### config.mk
export PLATFORM = sky130hd
export DESIGN_NAME = dcf_top
export DESIGN_NICKNAME = d
export VERILOG_FILES = /design/src/dcf_pkg.sv /design/src/dcf_freq_decode.sv /design/src/dcf_top.sv
export VERILOG_INCLUDE_DIRS = /design/src /design/src/src
export SDC_FILE = /design/constraint.sdc
export NUM_CORES = 1
export LEC_CHECK = 0
export ABC_CLOCK_PERIOD_IN_PS = 5200
export BUFFER_PORTS_ARGS = -buffer_cell sky130_fd_sc_hd__buf_2
export CAP_MARGIN = 20
export CORE_ASPECT_RATIO = 0.75
export CORE_UTILIZATION = 53
export CTS_CLUSTER_SIZE = 20
export DETAILED_ROUTE_END_ITERATION = 8
export PLACE_DENSITY = 0.95
export SLEW_MARGIN = 20
export SYNTH_ARGS = -nofsm -noshare
export SYNTH_HDL_FRONTEND = slang
export SYNTH_SLANG_ARGS = --single-unit
### constraint.sdc
create_clock -name sys_clk_i -period 5.2 [get_ports sys_clk_i]
set_clock_uncertainty 0.2 [all_clocks]
set_input_delay 0.52 -clock sys_clk_i [delete_from_list [all_inputs] [get_ports sys_clk_i]]
set_output_delay 0.52 -clock sys_clk_i [all_outputs]
set_load 0.005 [all_outputs]
### src/dcf_cfg.svh
// Purpose: offsets, field positions, reset values and timing counts of the memory clock select block
// Assumes: 32-bit apb data, one register word per offset
// Notes:   the pending flag sits in a status word of our own, the synthesiser lock time is a constant here
`ifndef DCF_CFG_SVH
`define DCF_CFG_SVH

`define DCF_MODE_CFG_OFF    12'h094
`define DCF_STATUS_OFF      12'h098
`define DCF_FREQ_SEL_LSB    0
`define DCF_FREQ_SEL_MSB    2
`define DCF_FREQ_VALID_BIT  3
`define DCF_GEN_SEL_BIT     8
`define DCF_PENDING_BIT     0
`define DCF_RUNNING_BIT     1
`define DCF_BAD_CODE_BIT    2
`define DCF_MODE_CFG_RST    32'h0000_0000
`define DCF_CFG_WR_MASK     32'h0000_010f
`define DCF_LOCK_TIME_NS    1000
`define DCF_CLK_PERIOD_NS   5
`define DCF_LOCK_CYCLES     ((`DCF_LOCK_TIME_NS + `DCF_CLK_PERIOD_NS - 1) / `DCF_CLK_PERIOD_NS)

`endif

### src/dcf_pkg.sv
// Purpose: shared types of the memory clock select block
// Assumes: nothing beyond the header of constants
// Notes:   frequency codes and the apb carrier
package dcf_pkg;

  // memory clock frequencies that the synthesiser can produce
  typedef enum logic [3:0] {
    DCF_MHZ_NONE = 4'h0,
    DCF_MHZ_200  = 4'h1,
    DCF_MHZ_266  = 4'h2,
    DCF_MHZ_333  = 4'h3,
    DCF_MHZ_400  = 4'h4,
    DCF_MHZ_533  = 4'h5,
    DCF_MHZ_667  = 4'h6,
    DCF_MHZ_800  = 4'h7
  } dcf_freq_t;

  // apb request from the master
  typedef struct packed {
    logic        psel;
    logic        penable;
    logic        pwrite;
    logic [11:0] paddr;
    logic [31:0] pwdata;
  } dcf_apb_req_t;

  // apb answer to the master
  typedef struct packed {
    logic        pready;
    logic        pslverr;
    logic [31:0] prdata;
  } dcf_apb_rsp_t;

  // memory clock output bundle
  typedef struct packed {
    logic      clk_en;
    dcf_freq_t freq;
    logic      ddr3;
  } dcf_mclk_t;

endpackage

### src/dcf_freq_decode.sv
// Purpose: maps the generation select and the frequency code to a memory clock rate
// Assumes: purely combinational
// Notes:   reserved codes give none and raise bad_code_o
`timescale 1ns/1ps
module dcf_freq_decode (
  // selection
  input  wire logic               ddr3_i,
  input  wire logic [2:0]         code_i,
  // result
  output dcf_pkg::dcf_freq_t      freq_o,
  output logic                    bad_code_o
);
  import dcf_pkg::*;

  // table lookup per generation
  always_comb begin
    freq_o = DCF_MHZ_NONE;
    if (!ddr3_i) begin
      case (code_i)
        3'h0:    freq_o = DCF_MHZ_200;
        3'h1:    freq_o = DCF_MHZ_266;
        3'h2:    freq_o = DCF_MHZ_333;
        3'h3:    freq_o = DCF_MHZ_400;
        3'h4:    freq_o = DCF_MHZ_533;
        default: freq_o = DCF_MHZ_NONE;
      endcase
    end else begin
      case (code_i)
        3'h3:    freq_o = DCF_MHZ_400;
        3'h4:    freq_o = DCF_MHZ_533;
        3'h5:    freq_o = DCF_MHZ_667;
        3'h6:    freq_o = DCF_MHZ_800;
        default: freq_o = DCF_MHZ_NONE;
      endcase
    end
    bad_code_o = (freq_o == DCF_MHZ_NONE);
  end

endmodule // dcf_freq_decode

### src/dcf_top.sv
// Purpose: configuration register and memory clock start control of one dram_channel_controller
// Assumes: apb slave, inputs synchronous to sys_clk_i, lock time given by LOCK_CYCLES
// Notes:   clk_en_i low freezes all state
// How it works
// - bit 8 picks ddr2 when 0, ddr3 when 1, per attached dimms
// - once valid is set with a non-reserved code the memory clock runs at the selected rate after LOCK_CYCLES of locking
// - ddr2 codes 0 to 4 give 200 to 533 mhz, 5 to 7 reserved
// - ddr3 codes 0 to 2 and 7 reserved, 3 to 6 give 400 to 800 mhz
// - bits 7:4 are reserved, read zero and do nothing
//
// Local design decision: the APB slave port.
`timescale 1ns/1ps
`include "dcf_cfg.svh"
module dcf_top #(
  parameter int unsigned LOCK_CYCLES = `DCF_LOCK_CYCLES
) (
  // clock and reset
  input  wire logic            sys_clk_i,
  input  wire logic            rst_n_i,
  input  wire logic            clk_en_i,
  // apb slave
  input  dcf_pkg::dcf_apb_req_t apb_req_i,
  output dcf_pkg::dcf_apb_rsp_t apb_rsp_o,
  // memory clock control
  output dcf_pkg::dcf_mclk_t    mclk_o,
  output logic                  freq_change_pending_o
);
  import dcf_pkg::*;

  typedef enum logic [2:0] {
    DCF_ST_IDLE = 3'b001,
    DCF_ST_LOCK = 3'b010,
    DCF_ST_RUN  = 3'b100
  } dcf_state_t;

  typedef struct packed {
    dcf_state_t  st;
    logic [31:0] cfg;
    logic [31:0] lock_cnt;
    logic [31:0] prdata;
    logic        pslverr;
    dcf_mclk_t   mclk;
  } dcf_regs_t;

  dcf_regs_t   r;
  dcf_regs_t   next_r;
  dcf_freq_t   dec_freq;
  logic        dec_bad;
  logic        acc;
  logic        wr;
  logic [31:0] status;

  // decode the currently programmed selection
  dcf_freq_decode u_dec (
    .ddr3_i     (r.cfg[`DCF_GEN_SEL_BIT]),
    .code_i     (r.cfg[`DCF_FREQ_SEL_MSB:`DCF_FREQ_SEL_LSB]),
    .freq_o     (dec_freq),
    .bad_code_o (dec_bad)
  );

  // apb access phase, zero wait states
  assign acc = apb_req_i.psel & apb_req_i.penable;
  assign wr  = acc & apb_req_i.pwrite;

  // status word seen by software
  always_comb begin
    status = 32'h0000_0000;
    status[`DCF_PENDING_BIT]  = (r.st == DCF_ST_LOCK);
    status[`DCF_RUNNING_BIT]  = r.mclk.clk_en;
    status[`DCF_BAD_CODE_BIT] = dec_bad;
  end

  // next state of all registers
  always_comb begin
    next_r = r;
    if (acc) begin
      next_r.pslverr = 1'b0;
      if (apb_req_i.paddr == `DCF_MODE_CFG_OFF) begin
        next_r.prdata = r.cfg;
        if (wr) begin
          next_r.cfg = apb_req_i.pwdata & `DCF_CFG_WR_MASK;
        end
      end else if (apb_req_i.paddr == `DCF_STATUS_OFF) begin
        next_r.prdata = status;
        next_r.pslverr = apb_req_i.pwrite;
      end else begin
        next_r.prdata = 32'h0000_0000;
        next_r.pslverr = 1'b1;
      end
    end
    // clock start sequencing
    case (r.st)
      DCF_ST_IDLE: begin
        next_r.mclk.clk_en = 1'b0;
        if (r.cfg[`DCF_FREQ_VALID_BIT] && !dec_bad) begin
          next_r.st = DCF_ST_LOCK;
          next_r.lock_cnt = 32'h0000_0000;
          next_r.mclk.freq = dec_freq;
          next_r.mclk.ddr3 = r.cfg[`DCF_GEN_SEL_BIT];
        end
      end
      DCF_ST_LOCK: begin
        if (!r.cfg[`DCF_FREQ_VALID_BIT]) begin
          next_r.st = DCF_ST_IDLE;
        end else if (r.lock_cnt >= LOCK_CYCLES - 1) begin
          next_r.st = DCF_ST_RUN;
          next_r.mclk.clk_en = 1'b1;
        end else begin
          next_r.lock_cnt = r.lock_cnt + 32'h0000_0001;
        end
      end
      DCF_ST_RUN: begin
        // a new or reserved selection or a cleared valid stops the clock, a valid new selection then relocks
        if (!r.cfg[`DCF_FREQ_VALID_BIT] || dec_bad || dec_freq != r.mclk.freq
            || r.cfg[`DCF_GEN_SEL_BIT] != r.mclk.ddr3) begin
          next_r.st = DCF_ST_IDLE;
          next_r.mclk.clk_en = 1'b0;
        end
      end
      default: begin
        next_r.st = DCF_ST_IDLE;
      end
    endcase
  end

  // state register with clock enable
  always_ff @(posedge sys_clk_i or negedge rst_n_i) begin
    if (!rst_n_i) begin
      r.st       <= DCF_ST_IDLE;
      r.cfg      <= `DCF_MODE_CFG_RST;
      r.lock_cnt <= 32'h0000_0000;
      r.prdata   <= 32'h0000_0000;
      r.pslverr  <= 1'b0;
      r.mclk     <= '0;
    end else if (clk_en_i) begin
      r <= next_r;
    end
  end

  // outputs
  assign apb_rsp_o.pready  = 1'b1;
  assign apb_rsp_o.pslverr = r.pslverr & 1'b0 | (acc & (apb_req_i.paddr != `DCF_MODE_CFG_OFF)
                             & ((apb_req_i.paddr != `DCF_STATUS_OFF) | apb_req_i.pwrite));
  assign apb_rsp_o.prdata  = (apb_req_i.paddr == `DCF_MODE_CFG_OFF) ? r.cfg
                           : (apb_req_i.paddr == `DCF_STATUS_OFF) ? status : 32'h0000_0000;
  assign mclk_o = r.mclk;
  assign freq_change_pending_o = (r.st == DCF_ST_LOCK);

endmodule // dcf_top

==> Word level (Yosys, flattened, before mapping) <==
Index checks and enable logic that the tools add are counted.
{ "totals": {"regBits": 46, "latchBits": 0, "mem_bits_rw": 0, "mem_bits_ro": 0, "in_bits": 50, "output_inout_bits": 41, "wordCells": 67, "n_memories": 0} }
{ "op_classes": {"n_addsub": 1, "mul": 0, "div_mod_pow": 0, "magnitude_cmp": 1, "eq_ne": 21, "shift": 0, "n_mux": 18, "bitwise": 5, "n_reduce_logical": 15} }
{ "op_table": {"columns": ["op", "n"], "rows": [
  ["2-to-1 mux 32 bit", 3],
  ["case mux 32 bit (2 select lines)", 1],
  ["adder 32 x 1 -> 32 bit (second input constant)", 1],
  ["greater-or-equal comparator 32 x 8 -> 1 bit (second input constant)", 1],
  ["== test 12 x 8 -> 1 bit (second input constant)", 2],
  ["!= test 12 x 8 -> 1 bit (second input constant)", 2],
  ["2-to-1 mux 3 bit", 5],
  ["case mux 3 bit (5 select lines)", 1],
  ["== test 3 bit (second input constant)", 4],
  ["case mux 3 bit (4 select lines)", 1],
  ["AND reduction 5 bit", 2],
  ["== test 3 x 2 -> 1 bit (second input constant)", 3],
  ["2-to-1 mux 9 bit", 1],
  ["case mux 3 bit (3 select lines)", 1],
  ["AND reduction 4 bit", 2],
  ["== test 3 x 1 -> 1 bit (second input constant)", 2],
  ["!= test 2 bit (second input constant)", 3],
  ["bitwise AND 1 bit", 4],
  ["zero test 4 bit", 1],
  ["2-to-1 mux 4 bit", 1],
  ["!= test 2 x 1 -> 1 bit (second input constant)", 2],
  ["!= test 4 bit", 1],
  ["zero test 3 bit", 1],
  ["logical OR 1 bit", 3],
  ["other kinds (10)", 13]
]} }

==> Logic depth before layout (Yosys ltp) <==
Gate-level depths: netlist of run 1.
{ "logic_depth": {"word_depth": 9, "depth_mapped": 8, "ltp_nobuf": 7} }

==> Modules after synthesis <==
From an unflattened synthesis of run 1, not the netlist that was laid out.
{ "unflattened": {"hier_cells": 239, "area_unflattened_um2": 2391.0} }
{ "modules_own_cells": {"columns": ["mod", "n_inst", "cells_per_inst", "area_per_inst_um2", "seq_area_each_um2"], "rows": [
  ["dcf_top", 1, 225, 2294.7, 1152.4],
  ["dcf_freq_decode", 1, 14, 96.3, 0.0]
]} }

==> Worst setup path before layout of run 1 <==
OpenSTA, ideal clock, no wires.
{ "synth_timing": {"path_type": "flip-flop to flip-flop", "startpoint": "register r[39] (netlist bit)", "endpoint": "register r[50] (netlist bit)", "setup_ns": 0.072, "t_arrival_ns": 1.945, "required_time_ns": 4.928, "slack_ns": 2.983, "stages_incl_launch_ff": 9, "path_buffers": 1, "synth_period_minus_slack_ns": 2.217, "cell_sequence": "dfrtp_1 ha_1 a2111oi_0 nor2_1 o31ai_4 and3_1 buf_2 a41oi_1 nor2_1"} }
{ "synth_via": {"elab_chain_cells": 4, "word_cells_on_any_way": 7, "cone_classes": "add/sub: 1; order compare: 1; eq/ne: 1; mux: 3; reduce/logical: 1"} }
{ "synth_lines": {"columns": ["item", "line_no", "rtl"], "rows": [
  ["from (decl)", "dcf_top.sv:45", "dcf_regs_t r;"],
  ["from (signal assigned)", "dcf_top.sv:136", "r <= next_r;"],
  ["adder 32 x 1 -> 32 bit", "dcf_top.sv:109", "next_r.lock_cnt = r.lock_cnt + 32'h0000_0001;"],
  ["2-to-1 mux 32 bit", "dcf_top.sv:105", "end else if (r.lock_cnt >= LOCK_CYCLES - 1) begin"],
  ["2-to-1 mux 32 bit", "dcf_top.sv:103", "if (!r.cfg[`DCF_FREQ_VALID_BIT]) begin"],
  ["case mux 32 bit (2 select lines)", "dcf_top.sv:92", "case (r.st)"]
]} }
Several ways; a longest one is shown, not always the timed one. The select of a mux whose other input is x is not followed.
A chain may end at the register's enable or synchronous reset.

==> results of run 1 <==
==> registers in the layout, indices dropped and copies added, names as in the netlist <==
| register | flops |
|---|---|
| r | 40 |
| mclk_o | 5 |
==> layout by cell type (no fill, tap or decap), drive strengths merged, types with 2 or more instances in the layout <==
master	n
dfrtp	44
buf	35
nor2b	29
conb	29
nor2	20
nand2	11
o21ai	10
nor4	8
nor3	8
inv	7
nand4	6
mux2	6
clkbuf	6
nand2b	5
and3	4
nand3	4
xor2	4
a22oi	3
xnor2	3
a21oi	2
nor3b	2
a21o	2
a2111oi	2
o21a	2
a221oi	2
a211o	2
==> final timing paths <==
path | end | slack (ns) | depth (start not counted)
max in group asynchronous | r[103] | 4.42 | 1
max reg2reg | r[50] | 2.58 | 7
min | r[65] | 0.006 | 1
min reg2reg | r[103] | 0.30 | 2
max | apb_rsp_o[2] | 2.49 | 5
min in group sys_clk_i | r[79] | 0.24 | 3
==> routing by layer <==
metal	global-route usage (%)	vias up	routed length, um
met1	25.0	846	2050
met2	31.5	74	1910
met5	0	-	0
met4	8.67	0	68
li1	-	855	-
met3	4.74	9	273
==> power groups by stage <==
stage / clock (uW) / combinational [uW] / sequential (uW)
4_1_cts: 270 / 29.9 / 351
3_5_place_dp: 0 / 29.8 / 358
2_1_floorplan: 0 / 28.4 / 358
6_report: 263 / 29.8 / 351
3_3_place_gp: 0 / 28.9 / 358
5_1_grt: 283 / 36.5 / 351
==> worst register-to-register path, delay by kind of cell (launching register included) <==
| kind | cells | cell delay [ns] |
|---|---|---|
| AO/OA/AOI/OAI | 3 | 1.10 |
| flip-flops | 1 | 0.42 |
| AND/OR/NAND/NOR | 3 | 0.58 |
| adder cells (fa/ha/maj) | 1 | 0.25 |
==> per-stage QoR <==
stage | setup slack (ns) | power (uW) | area (um^2)
global route | 2.32 | 671 | 2640
detailed placement | 2.59 | 388 | 2530
CTS | 2.51 | 651 | 2640
floorplan | 2.98 | 386 | 2580
finish | 2.49 | 645 | 2640
global placement | 2.60 | 387 | 2530
==> area by class of cell <==
class,instances,area (um^2),area share [%]
sequential,45,1130,42.7
multi-input combinational,182,1120,42.6
timing repair buffer,35,180,6.82
clock buffer,6,72.6,2.75
tap,57,71.3,2.70
clock inverter,2,38.8,1.47
inverter,7,26.3,0.995
==> kinds of logic after synthesis <==
logic type	count (synthesis)	synth area share [%]
flip-flops	45	45.5
multiplexers	7	3.13
other	2	0.303
AO/OA/AOI/OAI	35	11.4
AND/OR/NAND/NOR	103	23.5
buffers and inverters	49	13.2
adder cells (fa/ha/maj)	1	0.505
XOR/XNOR	7	2.47
==> qor.csv, run 1 <==
stage,metric,value,unit
clock_tree,cts_resized,0,
sta,period_needed,2.71,ns
detailed_routing,via_per_inst,5.34,
logic_synthesis,synthArstFlopShare,100,%
global_routing,grt.overflow.total,0,
logic_synthesis,yosysUniqueCellTypes,53,
clock_tree,numCtsBuffers,5,
detailed_routing,firstDrtPassIters,4,
sta,setup_tns,0,ns
placed_design,placedCellCount,326,
critical_path,setup.worst_path.start,r[72],
global_routing,grt_max_degree,46,
critical_path,worstSetupPathType,reg2out,
layout,layout.cells.non_filler,334,
power,swShare,21.7,%
clock_tree,numClockSinks,45,
clock_tree,cts_tree,built,
power,ir_drop,0.000175,V
placed_design,portBuffers,34,
placed_design,dp_hpwl,3.11,mm
logic_synthesis,synth_edf_count,0,
floorplan,ios,91,
power,pwr-share-clk,40.9,%
floorplan,rows,21,
critical_path,critPathArrivalTime,1.99,ns
power,power_density,244,nW/um^2
logic_synthesis,ys_ff_latch,45,
detailed_routing,ant_nets,0,
global_routing,grt_pass1_vias,1641,
logic_synthesis,syn_area,2480,um^2
critical_path,timing.rr.start,r[39],
clock_tree,cts_setup_buffers,0,
sta,worst_pin_slew,0.560,ns
clock_tree,cts_hold_buf,0,
layout,utilization,59.1,%
placed_design,routabilityCongestion,0.837,
clock_tree,cts_buffer_depth,2,
critical_path,slowest_delay,0.58,ns
floorplan,die_area,4960,um^2
critical_path,worst-path-buf-inv,1,
status,status,"finished, final reports clean",
sta,period_share,52.0,%
critical_path,critical_path.top_delay_family,compound AO/OA/AOI/OAI gates,
power,comb_power_share,4.6,%
layout,fillers,373,
critical_path,worstPathCellList,a21boi_0 > a221oi_2 > a22oi_1 > nor2_1 > buf_2,
clock_tree,htreeDepth,2,
power,p_leak,0.00138,uW
hold_path,min_path_type,in2async,
logic_synthesis,syn_inst,249,
sta,slew_violations,0,
clock_tree,clk-insertion-delay-late,0.29,ns
detailed_routing,drcViolationCount,0,
critical_path,crit_required,4.48,ns
logic_synthesis,ys_warn_count,0,
logic_synthesis,yosysMostFrequentCell,dfrtp_1,
layout,drive_above_1_share,21.3,%
layout,synthToLayoutAreaGrowth,6.56,%
logic_synthesis,ys_top_cells_by_count,"44 x dfrtp_1, 35 x buf_4, 29 x nor2b_1, 19 x nor2_1, 11 x nand2_1",
global_routing,grt_pass1_wl,7.13,mm
floorplan,start_util,55.5,%
floorplan,core-area,4470,um^2
critical_path,crit_slowest_cell,dfrtp_1,
global_routing,antenna_found_initial,0,
clock_tree,cts_root_buf,clkbuf_8,
detailed_routing,vias,1784,
sta,relSlewSlack,61.7,%
sta,rsz0062_at_grt,false,
critical_path,crit_path_end_kind,primary output,
global_routing,grt_use_total,19.3,%
logic_synthesis,yosysTopAreaCell,dfrtp_1,
logic_synthesis,synth_area_leaders,"dfrtp_1 44%, buf_4 11%, nor2b_1 7.3%",
logic_synthesis,synth_area_per_cell,9.95,um^2
sta,setup_viol,0,
sta,max_freq,370,MHz
detailed_routing,drt-total-wl,4.30,mm
critical_path,worst_setup_path_start_kind,register,
power,intPower,505,uW
layout,final_nets,327,
logic_synthesis,yosysSeqAreaShare,45.5,%
floorplan,die_w,81.0,um
clock_tree,clkTransAtPathRegs,0.08,ns
sta,whs,0.00596,ns
layout,insertedDiodeCount,0,
critical_path,crit_fanout,13,
power,power_switching,140,uW
sta,hold_viol,0,
logic_synthesis,yosys.area.top_type_share,44.4,%
detailed_routing,drtIter0Drc,93,
logic_synthesis,synth_ff_type,dfrtp_1,
detailed_routing,wl_per_cell,12.9,um
floorplan,die_h,61.2,um
job,maxCapViolCount,0,
power,seq_power_share,54.5,%
Power figures use the tool's default switching activity.
==> inputs of run 2 (changes only) <==
--- a/config.mk
+++ b/config.mk
@@ -6,14 +6,14 @@
 export SDC_FILE = /design/constraint.sdc
 export NUM_CORES = 1
 export LEC_CHECK = 0
-export ABC_CLOCK_PERIOD_IN_PS = 5200
+export ABC_CLOCK_PERIOD_IN_PS = 2300
 export BUFFER_PORTS_ARGS = -buffer_cell sky130_fd_sc_hd__buf_2
 export CAP_MARGIN = 20
 export CORE_ASPECT_RATIO = 0.75
-export CORE_UTILIZATION = 53
+export CORE_UTILIZATION = 45
 export CTS_CLUSTER_SIZE = 20
 export DETAILED_ROUTE_END_ITERATION = 8
-export PLACE_DENSITY = 0.95
+export PLACE_DENSITY = 0.87
 export SLEW_MARGIN = 20
 export SYNTH_ARGS = -nofsm -noshare
 export SYNTH_HDL_FRONTEND = slang
==> constraint.sdc (replaced) <==
create_clock -name sys_clk_i -period 2.3 [get_ports sys_clk_i]
set_clock_uncertainty 0.2 [all_clocks]
set_input_delay 0.23 -clock sys_clk_i [delete_from_list [all_inputs] [get_ports sys_clk_i]]
set_output_delay 0.23 -clock sys_clk_i [all_outputs]
set_load 0.005 [all_outputs]
==> qor.csv, run 2 (same netlist as run 1, synthesis figures left out) <==
stage,metric,value,unit,change
clock_tree,numCtsBuffers,5,,unchanged
clock_tree,cts_tree,built,,
sta,setup_viol,0,,unchanged
hold_path,min_path_type,in2reg,,
critical_path,slowest_delay,0.40,ns,-0.18 ns
clock_tree,clk-insertion-delay-late,0.30,ns,about the same
clock_tree,cts_buffer_depth,2,,unchanged
power,p_leak,0.00147,uW,+7.1%
status,status,"finished, final reports clean",,
critical_path,worstPathCellList,ha_1 > a2111oi_4 > nor2_2 > o31ai_4 > and3_2 > a41oi_1 > nor2_1,,
detailed_routing,drcViolationCount,0,,unchanged
clock_tree,numClockSinks,45,,unchanged
layout,largest_reg_flops,40,,unchanged
clock_tree,htreeDepth,2,,unchanged
sta,period_share,95.3,%,
sta,period_needed,2.19,ns,
critical_path,worst-path-buf-inv,0,,-1
sta,max_freq,456,MHz,
sta,relSlewSlack,56.3,%,-5.4 points
job,maxCapViolCount,0,,unchanged
detailed_routing,drt-total-wl,4.97,mm,+16%
layout,final_design_area_no_fill,2850,um^2,+8.0%
clock_tree,cts_root_buf,clkbuf_8,,
layout,insertedDiodeCount,0,,unchanged
global_routing,grt_pass1_vias,1793,,+9.3%
critical_path,crit_fanout,6,,-7
layout,multiInputGateArea,1150,um^2,+2.0%
detailed_routing,wl_per_cell,13.5,um,+4.7%
global_routing,grt_max_degree,31,,-33%
detailed_routing,via_per_inst,5.12,,-4.2%
floorplan,rows,22,,+4.8%
critical_path,crit_path_end_kind,register,,
sta,worst_pin_slew,0.656,ns,+0.0956 ns
placed_design,routabilityCongestion,0.902,,+7.8%
layout,fillers,438,,+17%
power,ir_drop,0.000325,V,+86%
critical_path,crit_required,2.33,ns,-2.15 ns
critical_path,crit_slowest_cell,dfrtp_1,,
detailed_routing,drtIter0Drc,87,,-6.5%
power,power_density,525,nW/um^2,+120%
floorplan,die_area,5810,um^2,+17%
detailed_routing,vias,1888,,+5.8%
sta,hold_viol,0,,unchanged
layout,final_common_cell,dfrtp_1,,
critical_path,critPathArrivalTime,2.22,ns,+0.23 ns
layout,final_cell_mix,"42 x dfrtp_1, 35 x buf_2, 29 x nor2b_1, 29 x conb_1, 18 x nor2_1",,
detailed_routing,firstDrtPassIters,4,,unchanged
sta,whs,0.0964,ns,+0.0904 ns
critical_path,worstSetupPathType,reg2reg,,
layout,regMostFlops,r,,
global_routing,grt_use_total,18.2,%,-1.2 points
floorplan,die_h,66.3,um,+8.2%
clock_tree,clkTransAtPathRegs,0.09,ns,about the same
floorplan,start_util,48.7,%,-6.8 points
global_routing,grt_pass1_wl,8.02,mm,+13%
layout,utilization,56.0,%,-3.1 points
critical_path,worst_setup_path_start_kind,register,,
critical_path,critical_path.top_delay_family,compound AO/OA/AOI/OAI gates,,
placed_design,dp_hpwl,3.74,mm,+20%
global_routing,grt.overflow.total,0,,unchanged
floorplan,core-area,5090,um^2,+14%
placed_design,portBuffers,34,,unchanged
floorplan,ios,91,,unchanged
global_routing,antenna_found_initial,0,,unchanged
floorplan,die_w,87.7,um,+8.3%
layout,final_nets,347,,+6.1%
layout,drive_above_1_share,26.6,%,+5.3 points
sta,slew_violations,0,,unchanged
layout,regArea,1130,um^2,+0.22%
placed_design,dpl-instance-area,2640,um^2,+4.6%
detailed_routing,ant_nets,0,,unchanged
layout,synthToLayoutAreaGrowth,15.1,%,
-- run 2: cell types whose count changed in the layout (fill, tap and decap cells not counted), sizes merged --
cell and delta:
dlygate4sd3 +6, inv +1, clkbuf -1, buf +14
-- run 2: worst paths after layout --
kind | start | endpoint | slack [ns] | cells past startpoint
min | clk_en_i | r[103] | 0.1 | 3
min reg2reg | r[60] | r[60] | 0.31 | 1
max reg2reg | r[39] | r[50] | 0.11 | 7
min in group asynchronous | rst_n_i | r[45] | 0.28 | 2
max | r[39] | r[50] | 0.11 | 7
max in group asynchronous | rst_n_i | r[103] | 0.94 | 3
-- run 2: timing repair --
| action | 4_1_cts | 5_1_grt |
|---|---|---|
| cloned | 0 | 0 |
| pin swaps | 0 | 0 |
| hold buffers | 6 | 0 |
| resized for setup | 3 | 5 |
| endpoints found under the setup margin | 6 | 39 |
| setup buffers | 0 | 1 |
| hold endpoints to repair | 33 | 0 |
-- run 2: cell type report --
class	instances	area share [%]
clock inverter	3	1.75
multi-input combinational	182	40.2
clock buffer	5	2.41
inverter	7	0.921
timing repair buffer	55	11.9
tap	72	3.16
sequential	45	39.6
-- run 2: per-stage QoR --
stage / total power, uW / std cells / setup WS (ns) / setup TNS, ns
after floorplan: 874 / 276 / 0.0830 / 0
after global placement: 878 / 354 / 0.0681 / 0
after detailed placement: 883 / 354 / -0.0342 / -0.0342
after CTS: 1510 / 368 / 0.0336 / 0
after global routing: 1560 / 369 / -0.0169 / -0.0281
final: 1500 / 369 / 0.108 / 0
-- run 2: tightest hold or removal path, stage by stage --
cell and delay (ns):
buf_2 0.14, o21ai_2 0.10, a221oi_1 0.10
-- run 2: power breakdown --
group	switching, uW	total [uW]	internal, uW
clock network	288	621	333
logic	49.6	82.2	32.6
registers	2.20	795	792
-- run 2: per-layer routing --
metal	vias to the layer above	track usage [%]	wire length (um)
met5	-	0	0
met4	0	2.87	37
met3	4	5.24	150
met2	48	30.4	2540
met1	936	23.8	2240
li1	900	-	-
==> inputs of run 3 (changes only) <==
--- a/config.mk
+++ b/config.mk
@@ -6,6 +6,7 @@
 export SDC_FILE = /design/constraint.sdc
 export NUM_CORES = 1
 export LEC_CHECK = 0
+export ABC_AREA = 1
 export ABC_CLOCK_PERIOD_IN_PS = 2300
 export BUFFER_PORTS_ARGS = -buffer_cell sky130_fd_sc_hd__buf_2
 export CAP_MARGIN = 20
==> qor.csv, run 3 <==
stage,metric,value,unit,change
clock_tree,clkTransAtPathRegs,0.08,ns,about the same
floorplan,core-area,5090,um^2,unchanged
layout,final_nets,414,,+19%
detailed_routing,wl_per_cell,10.5,um,-22%
layout,insertedDiodeCount,0,,unchanged
logic_synthesis,ys_top_cells_by_count,"64 x nor2_1, 55 x nand2_1, 53 x inv_1, 44 x dfrtp_1, 36 x buf_4",,
critical_path,worstPathCellList,nor3_4 > inv_2 > o32ai_1 > buf_2,,
logic_synthesis,synth_area_per_cell,7.60,um^2,-24%
floorplan,ios,91,,unchanged
detailed_routing,vias,1961,,+3.9%
job,maxCapViolCount,0,,unchanged
floorplan,die_area,5790,um^2,-0.34%
layout,final_cell_mix,"64 x nor2_1, 55 x nand2_1, 53 x inv_1",,
critical_path,slowest_delay,0.45,ns,+0.05 ns
critical_path,worstSetupPathType,reg2out,,
layout,final_design_area_no_fill,2750,um^2,-3.6%
critical_path,crit_slowest_cell,dfrtp_1,,
detailed_routing,ant_nets,0,,unchanged
sta,slew_violations,0,,unchanged
critical_path,worst_setup_path_start_kind,register,,
floorplan,die_w,87.5,um,-0.17%
logic_synthesis,synth_area_leaders,"dfrtp_1 45%, buf_4 11%, nor2_1 9.7%",,
detailed_routing,drtIter0Drc,201,,+130%
sta,setup_tns,0,ns,unchanged
logic_synthesis,yosysTopAreaCell,dfrtp_1,,
layout,synthToLayoutAreaGrowth,11.3,%,
sta,rsz0062_at_grt,false,,
clock_tree,numCtsBuffers,5,,unchanged
sta,period_needed,2.01,ns,-0.185 ns
layout,largest_reg_flops,40,,unchanged
critical_path,worst-path-buf-inv,2,,+2
logic_synthesis,yosysUniqueCellTypes,26,,-51%
global_routing,busiest_layer,met2,,
global_routing,grt.overflow.total,0,,unchanged
detailed_routing,firstDrtPassIters,4,,unchanged
logic_synthesis,yosys.area.top_type_share,44.6,%,+0.16 points
floorplan,start_util,48.5,%,-0.17 points
logic_synthesis,synth_ff_type,dfrtp_1,,
logic_synthesis,yosysSeqAreaShare,45.6,%,+0.16 points
placed_design,dpl-instance-area,2590,um^2,-2.1%
sta,hold_viol,0,,unchanged
global_routing,grt_max_degree,46,,+48%
logic_synthesis,syn_area,2470,um^2,-0.35%
critical_path,crit_required,1.87,ns,-0.46 ns
floorplan,rows,22,,unchanged
sta,period_share,87.2,%,-8.1 points
global_routing,met2_usage,28.1,%,-2.2 points
layout,drive_above_1_share,13.7,%,-13 points
layout,multiInputGateArea,950,um^2,-17%
clock_tree,cts_tree,built,,
detailed_routing,drcViolationCount,0,,unchanged
critical_path,crit_path_end_kind,primary output,,
layout,final_common_cell,nor2_1,,
floorplan,die_h,66.2,um,-0.17%
logic_synthesis,synth_edf_count,0,,unchanged
status,status,"finished, final reports clean",,
placed_design,dp_hpwl,3.26,mm,-13%
clock_tree,cts_resized,0,,-3
placed_design,routabilityCongestion,0.852,,-5.5%
clock_tree,numClockSinks,45,,unchanged
global_routing,antenna_found_initial,0,,unchanged
critical_path,critPathArrivalTime,1.58,ns,-0.64 ns
logic_synthesis,synthArstFlopShare,100,%,unchanged
sta,setup_viol,0,,unchanged
global_routing,grt_pass1_vias,1763,,-1.7%
global_routing,use_met3,4.12,%,-1.1 points
sta,max_freq,498,MHz,+9.2%
layout,regArea,1130,um^2,-0.22%
global_routing,grt_pass1_wl,7.73,mm,-3.7%
power,power_density,734,nW/um^2,+40%
sta,whs,0.135,ns,+0.0388 ns
clock_tree,htreeDepth,2,,unchanged
logic_synthesis,yosysMostFrequentCell,nor2_1,,
global_routing,grt_use_total,17.7,%,-0.51 points
clock_tree,cts_root_buf,clkbuf_8,,
logic_synthesis,syn_inst,325,,+31%
placed_design,portBuffers,34,,unchanged
power,ir_drop,0.000358,V,+10%
logic_synthesis,ys_ff_latch,45,,unchanged
critical_path,crit_fanout,9,,+3
logic_synthesis,ys_warn_count,0,,unchanged
detailed_routing,drt-total-wl,4.58,mm,-8.0%
layout,regMostFlops,r,,
hold_path,min_path_type,in2reg,,
global_routing,use_met1,22.7,%,-1.2 points
layout,utilization,54.0,%,-2.0 points
clock_tree,cts_buffer_depth,2,,unchanged
layout,fillers,471,,+7.5%
power,p_leak,0.00146,uW,-1.2%
critical_path,critical_path.top_delay_family,flip-flops,,
detailed_routing,via_per_inst,4.50,,-12%
clock_tree,clk-insertion-delay-late,0.30,ns,about the same
run 3: changes by cell type in the layout (fill, tap and decap cells not counted), moves of 5 or more:
cell / before / now
inv_1: 7 / 53
buf_4: 14 / 1
nor2_1: 18 / 64
nor4_1: 8 / 1
o21ai_1: 0 / 5
a21oi_1: 2 / 8
nand2_1: 11 / 55
mux2_2: 6 / 0
nor2b_1: 29 / 0
nand3_1: 4 / 21
nand2b_1: 5 / 0
run 3: per-layer routing:
layer  routed length (um)  up-vias
met5                    0        -
met4                   76        0
met3                  244        7
met2                 2160       56
met1                 2090      890
li1                     -     1008
run 3: kinds of logic after synthesis:
| logic type | synth area share (%) |
|---|---|
| AND/OR/NAND/NOR | 26.5 |
| flip-flops | 45.6 |
| buffers and inverters | 20.0 |
| AO/OA/AOI/OAI | 5.27 |
| adder cells (fa/ha/maj) | 0.507 |
| XOR/XNOR | 1.77 |
| other | 0.304 |
run 3: power breakdown:
part	total [uW]	switching (uW)	internal (uW)
sequential	941	68.2	872
clock	531	260	272
combinational	547	350	197
total	2020	678	1340
run 3: worst paths after layout:
kind                                endpoint  cells after the start  slack, ns  startpoint
worst max-delay path            apb_rsp_o[0]                      4       0.29      r[105]
worst min-delay path                  r[103]                      5       0.14    clk_en_i
worst max register to register         r[40]                     11       0.32       r[73]
worst min register to register         r[49]                      2       0.29       r[49]
max in group asynchronous             r[103]                      3       1.39     rst_n_i
min in group asynchronous          mclk_o[2]                      3       0.24     rst_n_i
run 3: timing repair:
action | 4_1_cts | 5_1_grt
hold buffers | 6 | 0
setup endpoints to repair | 0 | 0
buffers inserted | 0 | 0
endpoints found under the hold margin | 50 | 0
run 3: per-stage QoR:
step | setup slack, ns | std cells | total power [uW]
floorplan | 0.415 | 352 | 1390
global placement | 0.359 | 422 | 1470
detailed placement | 0.344 | 422 | 1490
CTS | 0.290 | 436 | 2030
global route | 0.0746 | 436 | 2170
finish | 0.293 | 436 | 2020
run 3: tightest hold or removal path, delay by kind of cell:
family                 cells  cell delay [ns]
buffers and inverters      1             0.13
and+or+nand+nor            4             0.27
run 3: area by class of cell:
cell class | instances | area share (%)
Clock buffer | 7 | 3.50
Multi-Input combinational cell | 214 | 34.5
Clock inverter | 1 | 0.182
Inverter | 54 | 7.37
Tap cell | 72 | 3.28
Sequential cell | 45 | 41.0
Timing Repair Buffer | 43 | 10.1
